$ cat src/hw/tmr_defs.vh
// Register offsets, reset values and field positions of the thermal monitor register bank.
// Assumes inclusion by bare name from the design files.
`ifndef TMR_DEFS_VH
`define TMR_DEFS_VH

// ****************************************
// Register addresses
// ****************************************
`define TMR_A_INT_TEMP      8'h00
`define TMR_A_R1_TEMP       8'h01
`define TMR_A_ERR_FLAGS     8'h02
`define TMR_A_CONFIG        8'h03
`define TMR_A_RATE          8'h04
`define TMR_A_INT_HI        8'h05
`define TMR_A_INT_LO        8'h06
`define TMR_A_R1_HI_INT     8'h07
`define TMR_A_R1_LO_INT     8'h08
`define TMR_A_CONFIG_M      8'h09
`define TMR_A_RATE_M        8'h0A
`define TMR_A_INT_HI_M      8'h0B
`define TMR_A_INT_LO_M      8'h0C
`define TMR_A_R1_HI_INT_M   8'h0D
`define TMR_A_R1_LO_INT_M   8'h0E
`define TMR_A_ONE_SHOT      8'h0F
`define TMR_A_R1_FRAC       8'h10
`define TMR_A_R1_HI_FRAC    8'h13
`define TMR_A_R1_LO_FRAC    8'h14
`define TMR_A_R2_HI_INT     8'h15
`define TMR_A_R2_LO_INT     8'h16
`define TMR_A_R2_HI_FRAC    8'h17
`define TMR_A_R2_LO_FRAC    8'h18
`define TMR_A_R1_CRIT       8'h19
`define TMR_A_R2_CRIT       8'h1A
`define TMR_A_FAULT_FLAGS   8'h1B
`define TMR_A_ALERT_MASK    8'h1F
`define TMR_A_INT_CRIT      8'h20
`define TMR_A_CRIT_HYST     8'h21
`define TMR_A_FAULT_QUEUE   8'h22
`define TMR_A_R2_TEMP       8'h23
`define TMR_A_R2_FRAC       8'h24

// ****************************************
// Reset values
// ****************************************
`define TMR_RST_ZERO        8'h00
`define TMR_RST_CONFIG      8'h80
`define TMR_RST_RATE        8'h06
`define TMR_RST_HI_LIMIT    8'h55
`define TMR_RST_CRIT        8'h55
`define TMR_RST_HYST        8'h0A
`define TMR_RST_QUEUE       8'h70

// ****************************************
// Field positions
// ****************************************
`define TMR_CFG_STANDBY_BIT 6
`define TMR_ERR_BUSY_BIT    7
`define TMR_ERR_HIGH_BIT    4
`define TMR_ERR_LOW_BIT     3
`define TMR_ERR_FAULT_BIT   2
`define TMR_ERR_CRIT_BIT    1
`define TMR_MASK_INT_BIT    0
`define TMR_MASK_R1_BIT     1
`define TMR_MASK_R2_BIT     2
`define TMR_CH_COUNT        3

`endif

$ cat src/hw/tmr_regs.v
// Register bank of the thermal monitor, reached through an 8-bit addressed port.
// Assumes the SMBus engine presents one-cycle read and write strobes on clk,
// and the measurement engine delivers results with a one-cycle update strobe.
`timescale 1ns/1ps
`default_nettype none
`include "tmr_defs.vh"

module tmr_regs (
    // Clock and reset
    input  wire       clk,
    input  wire       rst_n,
    // Host register port
    input  wire       wr_en,
    input  wire       rd_en,
    input  wire [7:0] addr,
    input  wire [7:0] wr_data,
    output reg  [7:0] rd_data,
    // Measurement engine results
    input  wire       meas_valid,
    input  wire [7:0] meas_int_temp,
    input  wire [7:0] meas_r1_temp,
    input  wire [7:0] meas_r1_frac,
    input  wire [7:0] meas_r2_temp,
    input  wire [7:0] meas_r2_frac,
    input  wire [1:0] meas_fault,
    input  wire       meas_busy,
    // Controls to the measurement engine
    output wire [7:0] config_out,
    output wire [7:0] rate_out,
    output reg        one_shot,
    // Alert and critical outputs
    output reg        alert,
    output wire       crit
);

    // ****************************************
    // Local constants
    // ****************************************
    localparam [7:0] RST_QUEUE_BYTE = `TMR_RST_QUEUE;

    // ****************************************
    // Storage
    // ****************************************
    reg [7:0] int_temp;
    reg [7:0] r1_temp;
    reg [7:0] r1_frac;
    reg [7:0] r2_temp;
    reg [7:0] r2_frac;
    reg [7:0] err_flags;
    reg [7:0] device_config;
    reg [7:0] sample_rate;
    reg [7:0] int_hi;
    reg [7:0] int_lo;
    reg [7:0] r1_hi_int;
    reg [7:0] r1_lo_int;
    reg [7:0] r1_hi_frac;
    reg [7:0] r1_lo_frac;
    reg [7:0] r2_hi_int;
    reg [7:0] r2_lo_int;
    reg [7:0] r2_hi_frac;
    reg [7:0] r2_lo_frac;
    reg [7:0] int_crit;
    reg [7:0] r1_crit;
    reg [7:0] r2_crit;
    reg [1:0] fault_flags;
    reg [2:0] alert_mask;
    reg [7:0] crit_hyst;
    reg [3:0] queue_depth;
    reg [2:0] high_state;
    reg [7:0] next_rd_data;
    reg       next_mapped;

    wire [2:0] high_trip;
    wire [2:0] low_trip;
    wire [2:0] over_crit;
    wire [7:0] hyst_unused;

    wire standby = device_config[`TMR_CFG_STANDBY_BIT];
    // Strobes that clear the flag registers on their read
    wire rd_err  = rd_en && (addr == `TMR_A_ERR_FLAGS);
    wire rd_flt  = rd_en && (addr == `TMR_A_FAULT_FLAGS);

    assign config_out  = device_config;
    assign rate_out    = sample_rate;
    assign hyst_unused = crit_hyst;

    // ****************************************
    // Limit filters, a high and a low one per channel
    // ****************************************
    wire [23:0] temps  = {r2_temp, r1_temp, int_temp};
    wire [23:0] highs  = {r2_hi_int, r1_hi_int, int_hi};
    wire [23:0] lows   = {r2_lo_int, r1_lo_int, int_lo};
    wire [23:0] crits  = {r2_crit, r1_crit, int_crit};

    genvar c;
    generate
        for (c = 0; c < `TMR_CH_COUNT; c = c + 1) begin : g_q
            // Sample compared as it is captured, not after the register
            wire [7:0] sample_temp = meas_sel(c);
            wire       above_hi    = sample_temp >= highs[8*c+7:8*c];
            wire       below_lo    = sample_temp < lows[8*c+7:8*c];
            tmr_fault_queue u_hi (
                .clk          (clk),
                .rst_n        (rst_n),
                .sample       (meas_valid),
                .out_of_limit (above_hi),
                .depth        (queue_depth),
                .trip         (high_trip[c])
            );
            tmr_fault_queue u_lo (
                .clk          (clk),
                .rst_n        (rst_n),
                .sample       (meas_valid),
                .out_of_limit (below_lo),
                .depth        (queue_depth),
                .trip         (low_trip[c])
            );
        end
    endgenerate

    // Incoming sample for a channel, compared as it is captured
    function [7:0] meas_sel;
        input integer ch;
        begin
            case (ch)
                0:       meas_sel = meas_int_temp;
                1:       meas_sel = meas_r1_temp;
                default: meas_sel = meas_r2_temp;
            endcase
        end
    endfunction

    // ****************************************
    // Critical output
    // ****************************************
    // Every channel is linked to the critical output
    tmr_crit_ctl #(
        .CH (`TMR_CH_COUNT)
    ) u_crit (
        .clk    (clk),
        .rst_n  (rst_n),
        .temps  (temps),
        .limits (crits),
        .linked (3'b111),
        .hyst   (crit_hyst),
        .crit   (crit),
        .over   (over_crit)
    );

    // ****************************************
    // Host writes
    // ****************************************
    always @(posedge clk) begin
        if (!rst_n) begin
            device_config <= `TMR_RST_CONFIG;
            sample_rate   <= `TMR_RST_RATE;
            int_hi        <= `TMR_RST_HI_LIMIT;
            int_lo        <= `TMR_RST_ZERO;
            r1_hi_int     <= `TMR_RST_HI_LIMIT;
            r1_lo_int     <= `TMR_RST_ZERO;
            r1_hi_frac    <= `TMR_RST_ZERO;
            r1_lo_frac    <= `TMR_RST_ZERO;
            r2_hi_int     <= `TMR_RST_HI_LIMIT;
            r2_lo_int     <= `TMR_RST_ZERO;
            r2_hi_frac    <= `TMR_RST_ZERO;
            r2_lo_frac    <= `TMR_RST_ZERO;
            int_crit      <= `TMR_RST_CRIT;
            r1_crit       <= `TMR_RST_CRIT;
            r2_crit       <= `TMR_RST_CRIT;
            alert_mask    <= 3'h0;
            crit_hyst     <= `TMR_RST_HYST;
            queue_depth   <= RST_QUEUE_BYTE[7:4];
            one_shot      <= 1'b0;
        end else begin
            one_shot <= 1'b0;
            // Mirrors share one storage, read-only addresses fall through
            if (wr_en) begin
                case (addr)
                    `TMR_A_CONFIG, `TMR_A_CONFIG_M:       device_config <= wr_data;
                    `TMR_A_RATE, `TMR_A_RATE_M:           sample_rate   <= wr_data;
                    `TMR_A_INT_HI, `TMR_A_INT_HI_M:       int_hi        <= wr_data;
                    `TMR_A_INT_LO, `TMR_A_INT_LO_M:       int_lo        <= wr_data;
                    `TMR_A_R1_HI_INT, `TMR_A_R1_HI_INT_M: r1_hi_int     <= wr_data;
                    `TMR_A_R1_LO_INT, `TMR_A_R1_LO_INT_M: r1_lo_int     <= wr_data;
                    `TMR_A_ONE_SHOT:   one_shot    <= standby;
                    `TMR_A_R1_HI_FRAC: r1_hi_frac  <= wr_data;
                    `TMR_A_R1_LO_FRAC: r1_lo_frac  <= wr_data;
                    `TMR_A_R2_HI_INT:  r2_hi_int   <= wr_data;
                    `TMR_A_R2_LO_INT:  r2_lo_int   <= wr_data;
                    `TMR_A_R2_HI_FRAC: r2_hi_frac  <= wr_data;
                    `TMR_A_R2_LO_FRAC: r2_lo_frac  <= wr_data;
                    `TMR_A_R1_CRIT:    r1_crit     <= wr_data;
                    `TMR_A_R2_CRIT:    r2_crit     <= wr_data;
                    `TMR_A_INT_CRIT:   int_crit    <= wr_data;
                    `TMR_A_ALERT_MASK: alert_mask  <= wr_data[2:0];
                    `TMR_A_CRIT_HYST:  crit_hyst   <= wr_data;
                    `TMR_A_FAULT_QUEUE: queue_depth <= wr_data[7:4];
                    default: ;
                endcase
            end
        end
    end

    // ****************************************
    // Measurement results
    // ****************************************
    // Fraction bytes are stored only, never compared
    always @(posedge clk) begin
        if (!rst_n) begin
            int_temp <= `TMR_RST_ZERO;
            r1_temp  <= `TMR_RST_ZERO;
            r1_frac  <= `TMR_RST_ZERO;
            r2_temp  <= `TMR_RST_ZERO;
            r2_frac  <= `TMR_RST_ZERO;
        end else if (meas_valid) begin
            int_temp <= meas_int_temp;
            r1_temp  <= meas_r1_temp;
            r1_frac  <= meas_r1_frac;
            r2_temp  <= meas_r2_temp;
            r2_frac  <= meas_r2_frac;
        end
    end

    // ****************************************
    // Status events
    // ****************************************
    wire ev_high  = |high_trip;
    wire ev_low   = |low_trip;
    wire ev_fault = meas_valid & |meas_fault;
    wire ev_crit  = |over_crit;

    // ****************************************
    // Clear-on-read flags, a set wins over the clear
    // ****************************************
    always @(posedge clk) begin
        if (!rst_n) begin
            err_flags   <= `TMR_RST_ZERO;
            fault_flags <= 2'h0;
            high_state  <= 3'h0;
        end else begin
            err_flags[`TMR_ERR_BUSY_BIT] <= meas_busy;
            err_flags[6:5]               <= 2'h0;
            err_flags[0]                 <= 1'b0;
            err_flags[`TMR_ERR_HIGH_BIT] <= ev_high
                | (err_flags[`TMR_ERR_HIGH_BIT] & !rd_err);
            err_flags[`TMR_ERR_LOW_BIT]  <= ev_low
                | (err_flags[`TMR_ERR_LOW_BIT] & !rd_err);
            err_flags[`TMR_ERR_FAULT_BIT] <= ev_fault
                | (err_flags[`TMR_ERR_FAULT_BIT] & !rd_err);
            err_flags[`TMR_ERR_CRIT_BIT] <= ev_crit
                | (err_flags[`TMR_ERR_CRIT_BIT] & !rd_err);
            // Fault bit 0 is remote one, bit 1 remote two
            fault_flags <= ({2{meas_valid}} & meas_fault)
                | (fault_flags & {2{!rd_flt}});
            high_state  <= high_trip | (high_state & {3{!rd_err}});
        end
    end

    // Alert follows unmasked high events until the status is read
    always @(posedge clk) begin
        if (!rst_n) begin
            alert <= 1'b0;
        end else begin
            alert <= |(high_state & ~alert_mask);
        end
    end

    // ****************************************
    // Host reads
    // ****************************************
    always @* begin
        next_mapped  = 1'b1;
        next_rd_data = 8'h00;
        case (addr)
            `TMR_A_INT_TEMP:                      next_rd_data = int_temp;
            `TMR_A_R1_TEMP:                       next_rd_data = r1_temp;
            `TMR_A_ERR_FLAGS:                     next_rd_data = err_flags;
            `TMR_A_CONFIG, `TMR_A_CONFIG_M:       next_rd_data = device_config;
            `TMR_A_RATE, `TMR_A_RATE_M:           next_rd_data = sample_rate;
            `TMR_A_INT_HI, `TMR_A_INT_HI_M:       next_rd_data = int_hi;
            `TMR_A_INT_LO, `TMR_A_INT_LO_M:       next_rd_data = int_lo;
            `TMR_A_R1_HI_INT, `TMR_A_R1_HI_INT_M: next_rd_data = r1_hi_int;
            `TMR_A_R1_LO_INT, `TMR_A_R1_LO_INT_M: next_rd_data = r1_lo_int;
            `TMR_A_R1_FRAC:                       next_rd_data = r1_frac;
            `TMR_A_R1_HI_FRAC:                    next_rd_data = r1_hi_frac;
            `TMR_A_R1_LO_FRAC:                    next_rd_data = r1_lo_frac;
            `TMR_A_R2_HI_INT:                     next_rd_data = r2_hi_int;
            `TMR_A_R2_LO_INT:                     next_rd_data = r2_lo_int;
            `TMR_A_R2_HI_FRAC:                    next_rd_data = r2_hi_frac;
            `TMR_A_R2_LO_FRAC:                    next_rd_data = r2_lo_frac;
            `TMR_A_R1_CRIT:                       next_rd_data = r1_crit;
            `TMR_A_R2_CRIT:                       next_rd_data = r2_crit;
            `TMR_A_FAULT_FLAGS:                   next_rd_data = {6'h00, fault_flags};
            `TMR_A_ALERT_MASK:                    next_rd_data = {5'h00, alert_mask};
            `TMR_A_INT_CRIT:                      next_rd_data = int_crit;
            `TMR_A_CRIT_HYST:                     next_rd_data = hyst_unused;
            `TMR_A_FAULT_QUEUE:                   next_rd_data = {queue_depth, 4'h0};
            `TMR_A_R2_TEMP:                       next_rd_data = r2_temp;
            `TMR_A_R2_FRAC:                       next_rd_data = r2_frac;
            default:                              next_mapped  = 1'b0;
        endcase
        if (!next_mapped) begin
            next_rd_data = 8'h00;
        end
    end

    // ****************************************
    // Read data register, holds until the next read
    // ****************************************
    always @(posedge clk) begin
        if (!rst_n) begin
            rd_data <= 8'h00;
        end else if (rd_en) begin
            rd_data <= next_rd_data;
        end
    end

endmodule // tmr_regs
`default_nettype wire

$ cat src/hw/tmr_crit_ctl.v
// Critical output with shared hysteresis over all linked channels.
// Assumes temperatures and limits are unsigned integer bytes on clk.
`timescale 1ns/1ps
`default_nettype none
`include "tmr_defs.vh"

module tmr_crit_ctl #(
    parameter CH = 3
) (
    // Clock and reset
    input  wire              clk,
    input  wire              rst_n,
    // Temperatures and limits, channel i in byte i
    input  wire [8*CH-1:0]   temps,
    input  wire [8*CH-1:0]   limits,
    input  wire [CH-1:0]     linked,
    input  wire [7:0]        hyst,
    // Result
    output reg               crit,
    output wire [CH-1:0]     over
);

    wire [CH-1:0] below;

    genvar i;
    generate
        for (i = 0; i < CH; i = i + 1) begin : g_ch
            wire [8:0] thr = {1'b0, limits[8*i+7:8*i]} - {1'b0, hyst};
            assign over[i]  = linked[i] && (temps[8*i+7:8*i] >= limits[8*i+7:8*i]);
            // Release threshold clamps at zero when the hysteresis exceeds the limit
            assign below[i] = !linked[i] || (!thr[8] && (temps[8*i+7:8*i] < thr[7:0]));
        end
    endgenerate

    always @(posedge clk) begin
        if (!rst_n) begin
            crit <= 1'b0;
        end else if (|over) begin
            crit <= 1'b1;
        end else if (&below) begin
            crit <= 1'b0;
        end
    end

endmodule // tmr_crit_ctl
`default_nettype wire

$ cat src/hw/tmr_fault_queue.v
// Consecutive out-of-limit filter for one channel's limit event.
// Assumes one sample strobe per completed measurement.
`timescale 1ns/1ps
`default_nettype none

module tmr_fault_queue (
    // Clock and reset
    input  wire       clk,
    input  wire       rst_n,
    // Sample and depth
    input  wire       sample,
    input  wire       out_of_limit,
    input  wire [3:0] depth,
    // Result, one-cycle pulse
    output reg        trip
);

    reg [3:0] count;

    always @(posedge clk) begin
        if (!rst_n) begin
            count <= 4'h0;
            trip  <= 1'b0;
        end else begin
            trip <= 1'b0;
            if (sample) begin
                if (!out_of_limit) begin
                    count <= 4'h0;
                end else if (count >= depth) begin
                    trip <= 1'b1;
                end else begin
                    count <= count + 4'h1;
                    trip  <= (count + 4'h1) >= depth;
                end
            end
        end
    end

endmodule // tmr_fault_queue
`default_nettype wire

$ cat config.mk
export PLATFORM = sky130hd
export DESIGN_NAME = tmr_regs
export DESIGN_NICKNAME = d
export VERILOG_FILES = /design/src/hw/tmr_regs.v /design/src/hw/tmr_crit_ctl.v /design/src/hw/tmr_fault_queue.v
export VERILOG_INCLUDE_DIRS = /design/src /design/src/hw
export SDC_FILE = /design/constraint.sdc
export NUM_CORES = 1
export LEC_CHECK = 0
export BUFFER_PORTS_ARGS = -buffer_cell sky130_fd_sc_hd__buf_2
export CORE_ASPECT_RATIO = 1.1
export CORE_MARGIN = 2
export CORE_UTILIZATION = 50
export DETAILED_ROUTE_END_ITERATION = 7
export HOLD_SLACK_MARGIN = 0.08
export PLACE_DENSITY = 0.68
export RECOVER_POWER = 25
export SETUP_SLACK_MARGIN = 0.2
export SLEW_MARGIN = 40
export SYNTH_ARGS = -nofsm -noshare
export SYNTH_HDL_FRONTEND = slang
export SYNTH_SLANG_ARGS = --single-unit
export TNS_END_PERCENT = 5
$ cat constraint.sdc
create_clock -name clk -period 3.8 [get_ports clk]
set_input_delay 0.95 -clock clk [delete_from_list [all_inputs] [get_ports clk]]
set_output_delay 0.95 -clock clk [all_outputs]
set_load 0.01 [all_outputs]
=== Word level (Yosys, flattened, before mapping) ===
Cells that the tools add are included.

* Add/subtract/negate cells: 9
* Order comparisons: 24
* Eq/ne operators: 37
* Mux-type cells: 23
* Bitwise logic cells: 16
* Reduce and logical (&&, ||, !) cells: 56

{| class="wikitable"
|+ Operator list
! kind !! number
|-
| $pmux W8 S25 || 1
|-
| $eq A8 B5 Y1 const B || 11
|-
| $eq A8 B4 Y1 const B || 8
|-
| $ge A4 B4 Y1 || 12
|-
| $ge A8 B8 Y1 || 6
|-
| $lt A8 B8 Y1 || 6
|-
| $mux W4 || 12
|-
| $reduce_and A2 Y1 || 24
|-
| $eq A8 B6 Y1 const B || 5
|-
| $eq A8 B3 Y1 const B || 4
|-
| $reduce_or A31 Y1 || 1
|-
| $sub A8 B8 Y9 || 3
|-
| $add A4 B1 Y4 const B || 6
|-
| $reduce_and A3 Y1 || 8
|-
| $eq A8 B2 Y1 const B || 2
|-
| $reduce_or A2 Y1 || 7
|-
| $ne A2 B2 Y1 const B || 6
|-
| $reduce_or A3 Y1 || 4
|-
| $mux W1 || 9
|-
| $eq A8 B1 Y1 const B || 1
|-
| $logic_not A8 Y1 || 1
|-
| $mux W8 || 1
|-
| $and A3 B3 Y3 || 2
|-
| $and A1 B1 Y1 || 5
|-
| 8 further kinds || 20
|}

* Bits in registers: 229
* Bits of input ports: 64
* Output and inout bits: 27
* Logic and storage cells: 208

=== Longest topological paths before layout ===
* Depth in word-level cells: 6
* Mapped depth: 16
* Mapped depth without buffers: 16

=== Cells and area by module ===
Synthesis repeated with hierarchy kept, for this count alone.

* Cells, all modules: 1730
* Area total of the unflattened synthesis: 14864.3 µm²

{| class="wikitable"
|+ Modules (own cells, without submodules)
! module !! times used !! cells an instance !! area each (µm²) !! sequential area each (µm²)
|-
| tmr_regs || 1 || 1161 || 10348.7 || 3903.7
|-
| tmr_fault_queue || 6 || 49 || 416.6 || 100.1
|-
| tmr_crit_ctl || 1 || 275 || 2015.7 || 20.0
|}

=== Least setup slack after synthesis ===
OpenSTA, ideal clock, no wires.

* Kind: flip-flop to flip-flop
* From: register crit_hyst[1]
* To: register u_crit.crit
* Library setup time: 0.115 ns
* Data arrival time: 3.045 ns
* Slack: 0.641 ns
* Stages on the path, launching flop included: 16
* Path buffers: 0
* Period minus slack after synthesis: 3.159 ns
* Cells stage by stage: dfxtp_1 inv_1 ha_1 nor2b_1 o21ai_0 a21oi_1 o21ai_0 mux2i_1 o2111ai_1 ha_1 nor3_1 o211ai_1 nor4_1 nand4_1 o41a_1 o21a_1

* Longest elaborated chain between the ends: 5
* Elaborated cells between the ends (all ways): 14
* Classes of those cells: add/sub (3); order compare (3); reduce/logical (8)

{| class="wikitable"
|+ Ends and longest elaborated chain
! what !! RTL line !! source
|-
| from (decl) || tmr_regs.v:67 || <nowiki>reg [7:0] crit_hyst;</nowiki>
|-
| from (signal assigned) || tmr_regs.v:171 || <nowiki>crit_hyst <= `TMR_RST_HYST;</nowiki>
|-
| from (signal assigned) || tmr_regs.v:196 || <nowiki>`TMR_A_CRIT_HYST: crit_hyst <= wr_data;</nowiki>
|-
| $sub A8 B8 Y9 || tmr_crit_ctl.v:28 || <nowiki>wire [8:0] thr = {1'b0, limits[8*i+7:8*i]} - {1'b0, hyst};</nowiki>
|-
| $lt A8 B8 Y1 / $logic_not A1 Y1 (equally long branches) || tmr_crit_ctl.v:31 || <nowiki>assign below[i] = !linked[i] || (!thr[8] && (temps[8*i+7:8*i] < thr[7:0]));</nowiki>
|-
| $logic_and A1 B1 Y1 || tmr_crit_ctl.v:31 ||
|-
| $reduce_and A3 Y1 (*) || tmr_crit_ctl.v:40 || <nowiki>end else if (&below) begin</nowiki>
|-
| $reduce_bool A2 Y1 (no line) (*) || -- ||
|-
| to (signal assigned) || tmr_crit_ctl.v:37 || <nowiki>crit <= 1'b0;</nowiki>
|-
| to (signal assigned) || tmr_crit_ctl.v:39 || <nowiki>crit <= 1'b1;</nowiki>
|-
| to (signal assigned) || tmr_crit_ctl.v:41 || <nowiki>crit <= 1'b0;</nowiki>
|-
| to (decl) || tmr_crit_ctl.v:19 || <nowiki>output reg crit,</nowiki>
|}

Mark *: on every way between the ends. The rest lies on a longest branch, timed or not.
A chain may end at the register's enable or synchronous reset.

=== Final worst setup path ===
* From: register r2_crit[0]
* To: register u_crit.crit

* Longest elaborated chain between the ends: 5
* Elaborated cells between the ends (all ways): 9
* Classes of those cells: add/sub (1); order compare (2); mux (1); reduce/logical (5)

{| class="wikitable"
|+ Ends and longest elaborated chain
! what !! RTL line !! source
|-
| from (decl) || tmr_regs.v:64 || <nowiki>reg [7:0] r2_crit;</nowiki>
|-
| from (signal assigned) || tmr_regs.v:169 || <nowiki>r2_crit <= `TMR_RST_CRIT;</nowiki>
|-
| from (signal assigned) || tmr_regs.v:193 || <nowiki>`TMR_A_R2_CRIT: r2_crit <= wr_data;</nowiki>
|-
| $sub A8 B8 Y9 || tmr_crit_ctl.v:28 ||
|-
| $lt A8 B8 Y1 / $logic_not A1 Y1 (equally long branches) || tmr_crit_ctl.v:31 ||
|-
| $logic_and A1 B1 Y1 || tmr_crit_ctl.v:31 ||
|-
| $reduce_and A3 Y1 || tmr_crit_ctl.v:40 ||
|-
| $reduce_bool A2 Y1 (no line) || -- ||
|}

Parallel ways exist; a longest one is shown, timed or not.

==> impl_metrics.json <==
{
  "dieArea_sq_um": 31200,
  "rows": 66,
  "worstSetupEndpointType": "flip-flop",
  "fin_nets": 2049,
  "grt_start_max_net_pins": 87,
  "wl_met1_microns": 20400,
  "routedWlPerCell_microns": 22.5,
  "critPathRequiredTime_ns": 4.24,
  "wl_met3_microns": 3540,
  "fin_area_sq_um": 16600,
  "grt_pass1_wl_microns": 75900,
  "layout_setup_ws_ns": 0.445,
  "synthArstFlopShare_pct": 0,
  "final_cells": 2208,
  "ir_worst_vdd_mv": 0.322,
  "rsz0062_at_grt": "no",
  "ant_nets": 0,
  "vias_per_cell": 6.10,
  "rrSetupSlack_ns": 0.44,
  "finalMaxSlewViolations": 136,
  "firstDrtPassIters": 5,
  "finalWirelength_microns": 49600,
  "routed.top_layer": "met4",
  "arrival_ns": 3.79,
  "cts-root-buf": "clkbuf_16",
  "hold_viol": 0,
  "yosysWarnings": 0,
  "violations": "max-capacitance violations, max-slew violations",
  "clock_path_buffers": 3,
  "vias": 13463,
  "synth_nets": 1986,
  "cts-buffers-inserted": 26,
  "gp_congestion": 1.00,
  "final_cell_mix": "dfxtp_1, nand2_1, ha_1",
  "reg_top3": "g_q.u_hi.count: 12 flops, g_q.u_lo.count: 12 flops",
  "post_dp_cell_area_sq_um": 15800,
  "chipWidth_microns": 169,
  "tightest_slew_ns": 1.62,
  "status": "finished with violations",
  "pre_cts_slack_ns": 0.367,
  "core_sq_um": 29500,
  "grtUsageTotal_pct": 31.4,
  "synth-seq-area-share_pct": 30.3,
  "period_needed_ns": 3.36,
  "clkSlewWorstSetupHoldPaths_ns": 0.07,
  "min_path_type": "reg2reg",
  "cts_sinks": 226,
  "route.met2.wl_microns": 23100,
  "syn2layout_area_growth_pct": 11.3,
  "final_util_pct": 56.4,
  "io_pins": 91,
  "ys_ff_latch": 226,
  "syn_area_per_cell_sq_um": 8.52,
  "finalCritPeriodShare_pct": 88.3,
  "start_util_pct": 50.6,
  "clock_skew_ns": 0.0112,
  "drv_cap": 2,
  "antenna_found_initial": 1,
  "syn_area_sq_um": 14900,
  "layout_commonest_cell": "dfxtp_1",
  "synth_edf_count": 0,
  "dp_cells": 2160,
  "cts.htree.levels": 1,
  "finalSetupViolations": 0,
  "criticalPathCategory": "reg2reg",
  "hold_buffers": 0,
  "drive_gt1_share_pct": 10.5,
  "setup_tns_ns": 0,
  "fmax_ghz": 0.298,
  "grt_pass1_vias": 12800,
  "cts_tree": "built",
  "postCtsSetupBuffers": 0,
  "die_height_microns": 185,
  "drc_errors": 0,
  "grt_overflow": 0,
  "power.total_mw": 5.64,
  "whs_ns": 0.472,
  "portBuffers": 90,
  "critPathLaunchType": "flip-flop",
  "pwr_density_cell_nw_per_um2": 340,
  "clk_latency_ns": 0.54,
  "max-slew-margin-rel_pct": -8.10,
  "drt_iter0_drc": 1068,
  "synth_flop_cell": "dfxtp_1",
  "dpl.hpwl_microns": 37000,
  "netlist_instances": 1751,
  "ys_types": 74,
  "cp_max_fo": 3,
  "p_leak_nw": 6.84
}
==> worst max-delay path, stage by stage, from the launching register on <==
cell	delay, ns
dfxtp_1	0.31
inv_1	0.12
ha_1	0.18
inv_1	0.05
fa_1	0.42
a211o_1	0.28
o211ai_1	0.12
a21oi_1	0.12
or2_2	0.31
ha_1	0.30
nand2_1	0.07
o32ai_1	0.06
nor4_1	0.20
nand4_1	0.13
o41a_1	0.41
o21a_1	0.17
==> report_power, final <==
group / leakage [nW] / switching [mW] / internal (mW) / total (mW)
Combinational: 4.59 / 0.388 / 0.231 / 0.619
Clock: 0.421 / 1.07 / 1.48 / 2.55
Sequential: 1.83 / 0.0599 / 2.41 / 2.47
Total: 6.84 / 1.52 / 4.12 / 5.64
==> cells in the mapped netlist (all sizes together) (4+ instances only) <==
library cell | instances | share of area [%]
a221oi | 4 | 0.23
mux2 | 4 | 0.30
a31oi | 8 | 0.34
a21oi | 66 | 2.2
a311oi | 11 | 0.69
nand2 | 197 | 5.0
a22o | 7 | 0.41
o31ai | 12 | 0.60
a2111oi | 6 | 0.35
inv | 111 | 2.8
o211ai | 34 | 1.7
a211o | 8 | 0.47
a21boi | 41 | 2.1
a21o | 13 | 0.65
buf | 31 | 1.2
nand4 | 12 | 0.50
nand4b | 5 | 0.29
a211oi | 14 | 0.70
o21a | 18 | 0.91
xnor2 | 19 | 1.1
nor3b | 5 | 0.25
o21ai | 64 | 2.1
dfxtp | 226 | 30
o22ai | 20 | 0.84
o32ai | 8 | 0.47
nand3b | 5 | 0.25
nand3 | 65 | 2.2
clkbuf | 75 | 1.9
a32o | 4 | 0.27
nor2 | 53 | 1.5
nor4 | 13 | 0.54
ha | 168 | 14
and2 | 4 | 0.17
nor3 | 31 | 1.3
mux2i | 132 | 8.9
a22oi | 17 | 0.89
nor2b | 134 | 5.6
or4 | 4 | 0.20
and3 | 9 | 0.38
a31o | 4 | 0.23
nand2b | 23 | 0.96
xor2 | 11 | 0.65
a32oi | 19 | 1.1
==> cell type report <==
cell class	instances	area, sq um
clock buffer	36	728
timing repair buffer	141	802
multi-input combinational	1308	9540
sequential	226	4530
fill	2720	12900
inverter	111	417
antenna	1	2.50
clock inverter	11	130
tap	374	468
==> final timing paths <==
check	start	to	cells after the start
worst max-delay path	r2_crit[0]$_SDFFE_PN1P_	u_crit.crit$_SDFFE_PN0P_	15
worst min-delay path	r2_hi_int[5]$_SDFFE_PN0P_	r2_hi_int[5]$_SDFFE_PN0P_	2
worst max register to register	r2_crit[0]$_SDFFE_PN1P_	u_crit.crit$_SDFFE_PN0P_	15
worst min register to register	r2_hi_int[5]$_SDFFE_PN0P_	r2_hi_int[5]$_SDFFE_PN0P_	2
==> cell families (layout without fill, tap and decap cells) <==
| kind of cell | after synthesis | count (layout) | synth area share, % |
|---|---|---|---|
| multiplexers | 136 | 136 | 9.16 |
| XOR/XNOR | 30 | 30 | 1.76 |
| other | 0 | 1 | 0 |
| flip-flops | 226 | 226 | 30.3 |
| AND/OR/NAND/NOR | 574 | 574 | 19.9 |
| adder cells (fa/ha/maj) | 171 | 171 | 14.5 |
| AO/OA/AOI/OAI | 397 | 397 | 18.5 |
| buffers and inverters | 217 | 299 | 5.89 |
==> timing repair <==
action,4_1_cts,5_1_grt
gates resized for setup,0,5
endpoints found under the setup margin,0,1
endpoints found under the hold margin,0,0
==> per-layer routing <==
layer  global-route usage [%]  up-vias
met5                        0        -
met3                     5.32      152
met1                     39.4     6355
met4                     14.0        0
met2                     52.9      551
li1                         -     6405
No activity file was read; power rests on OpenSTA's default activity.
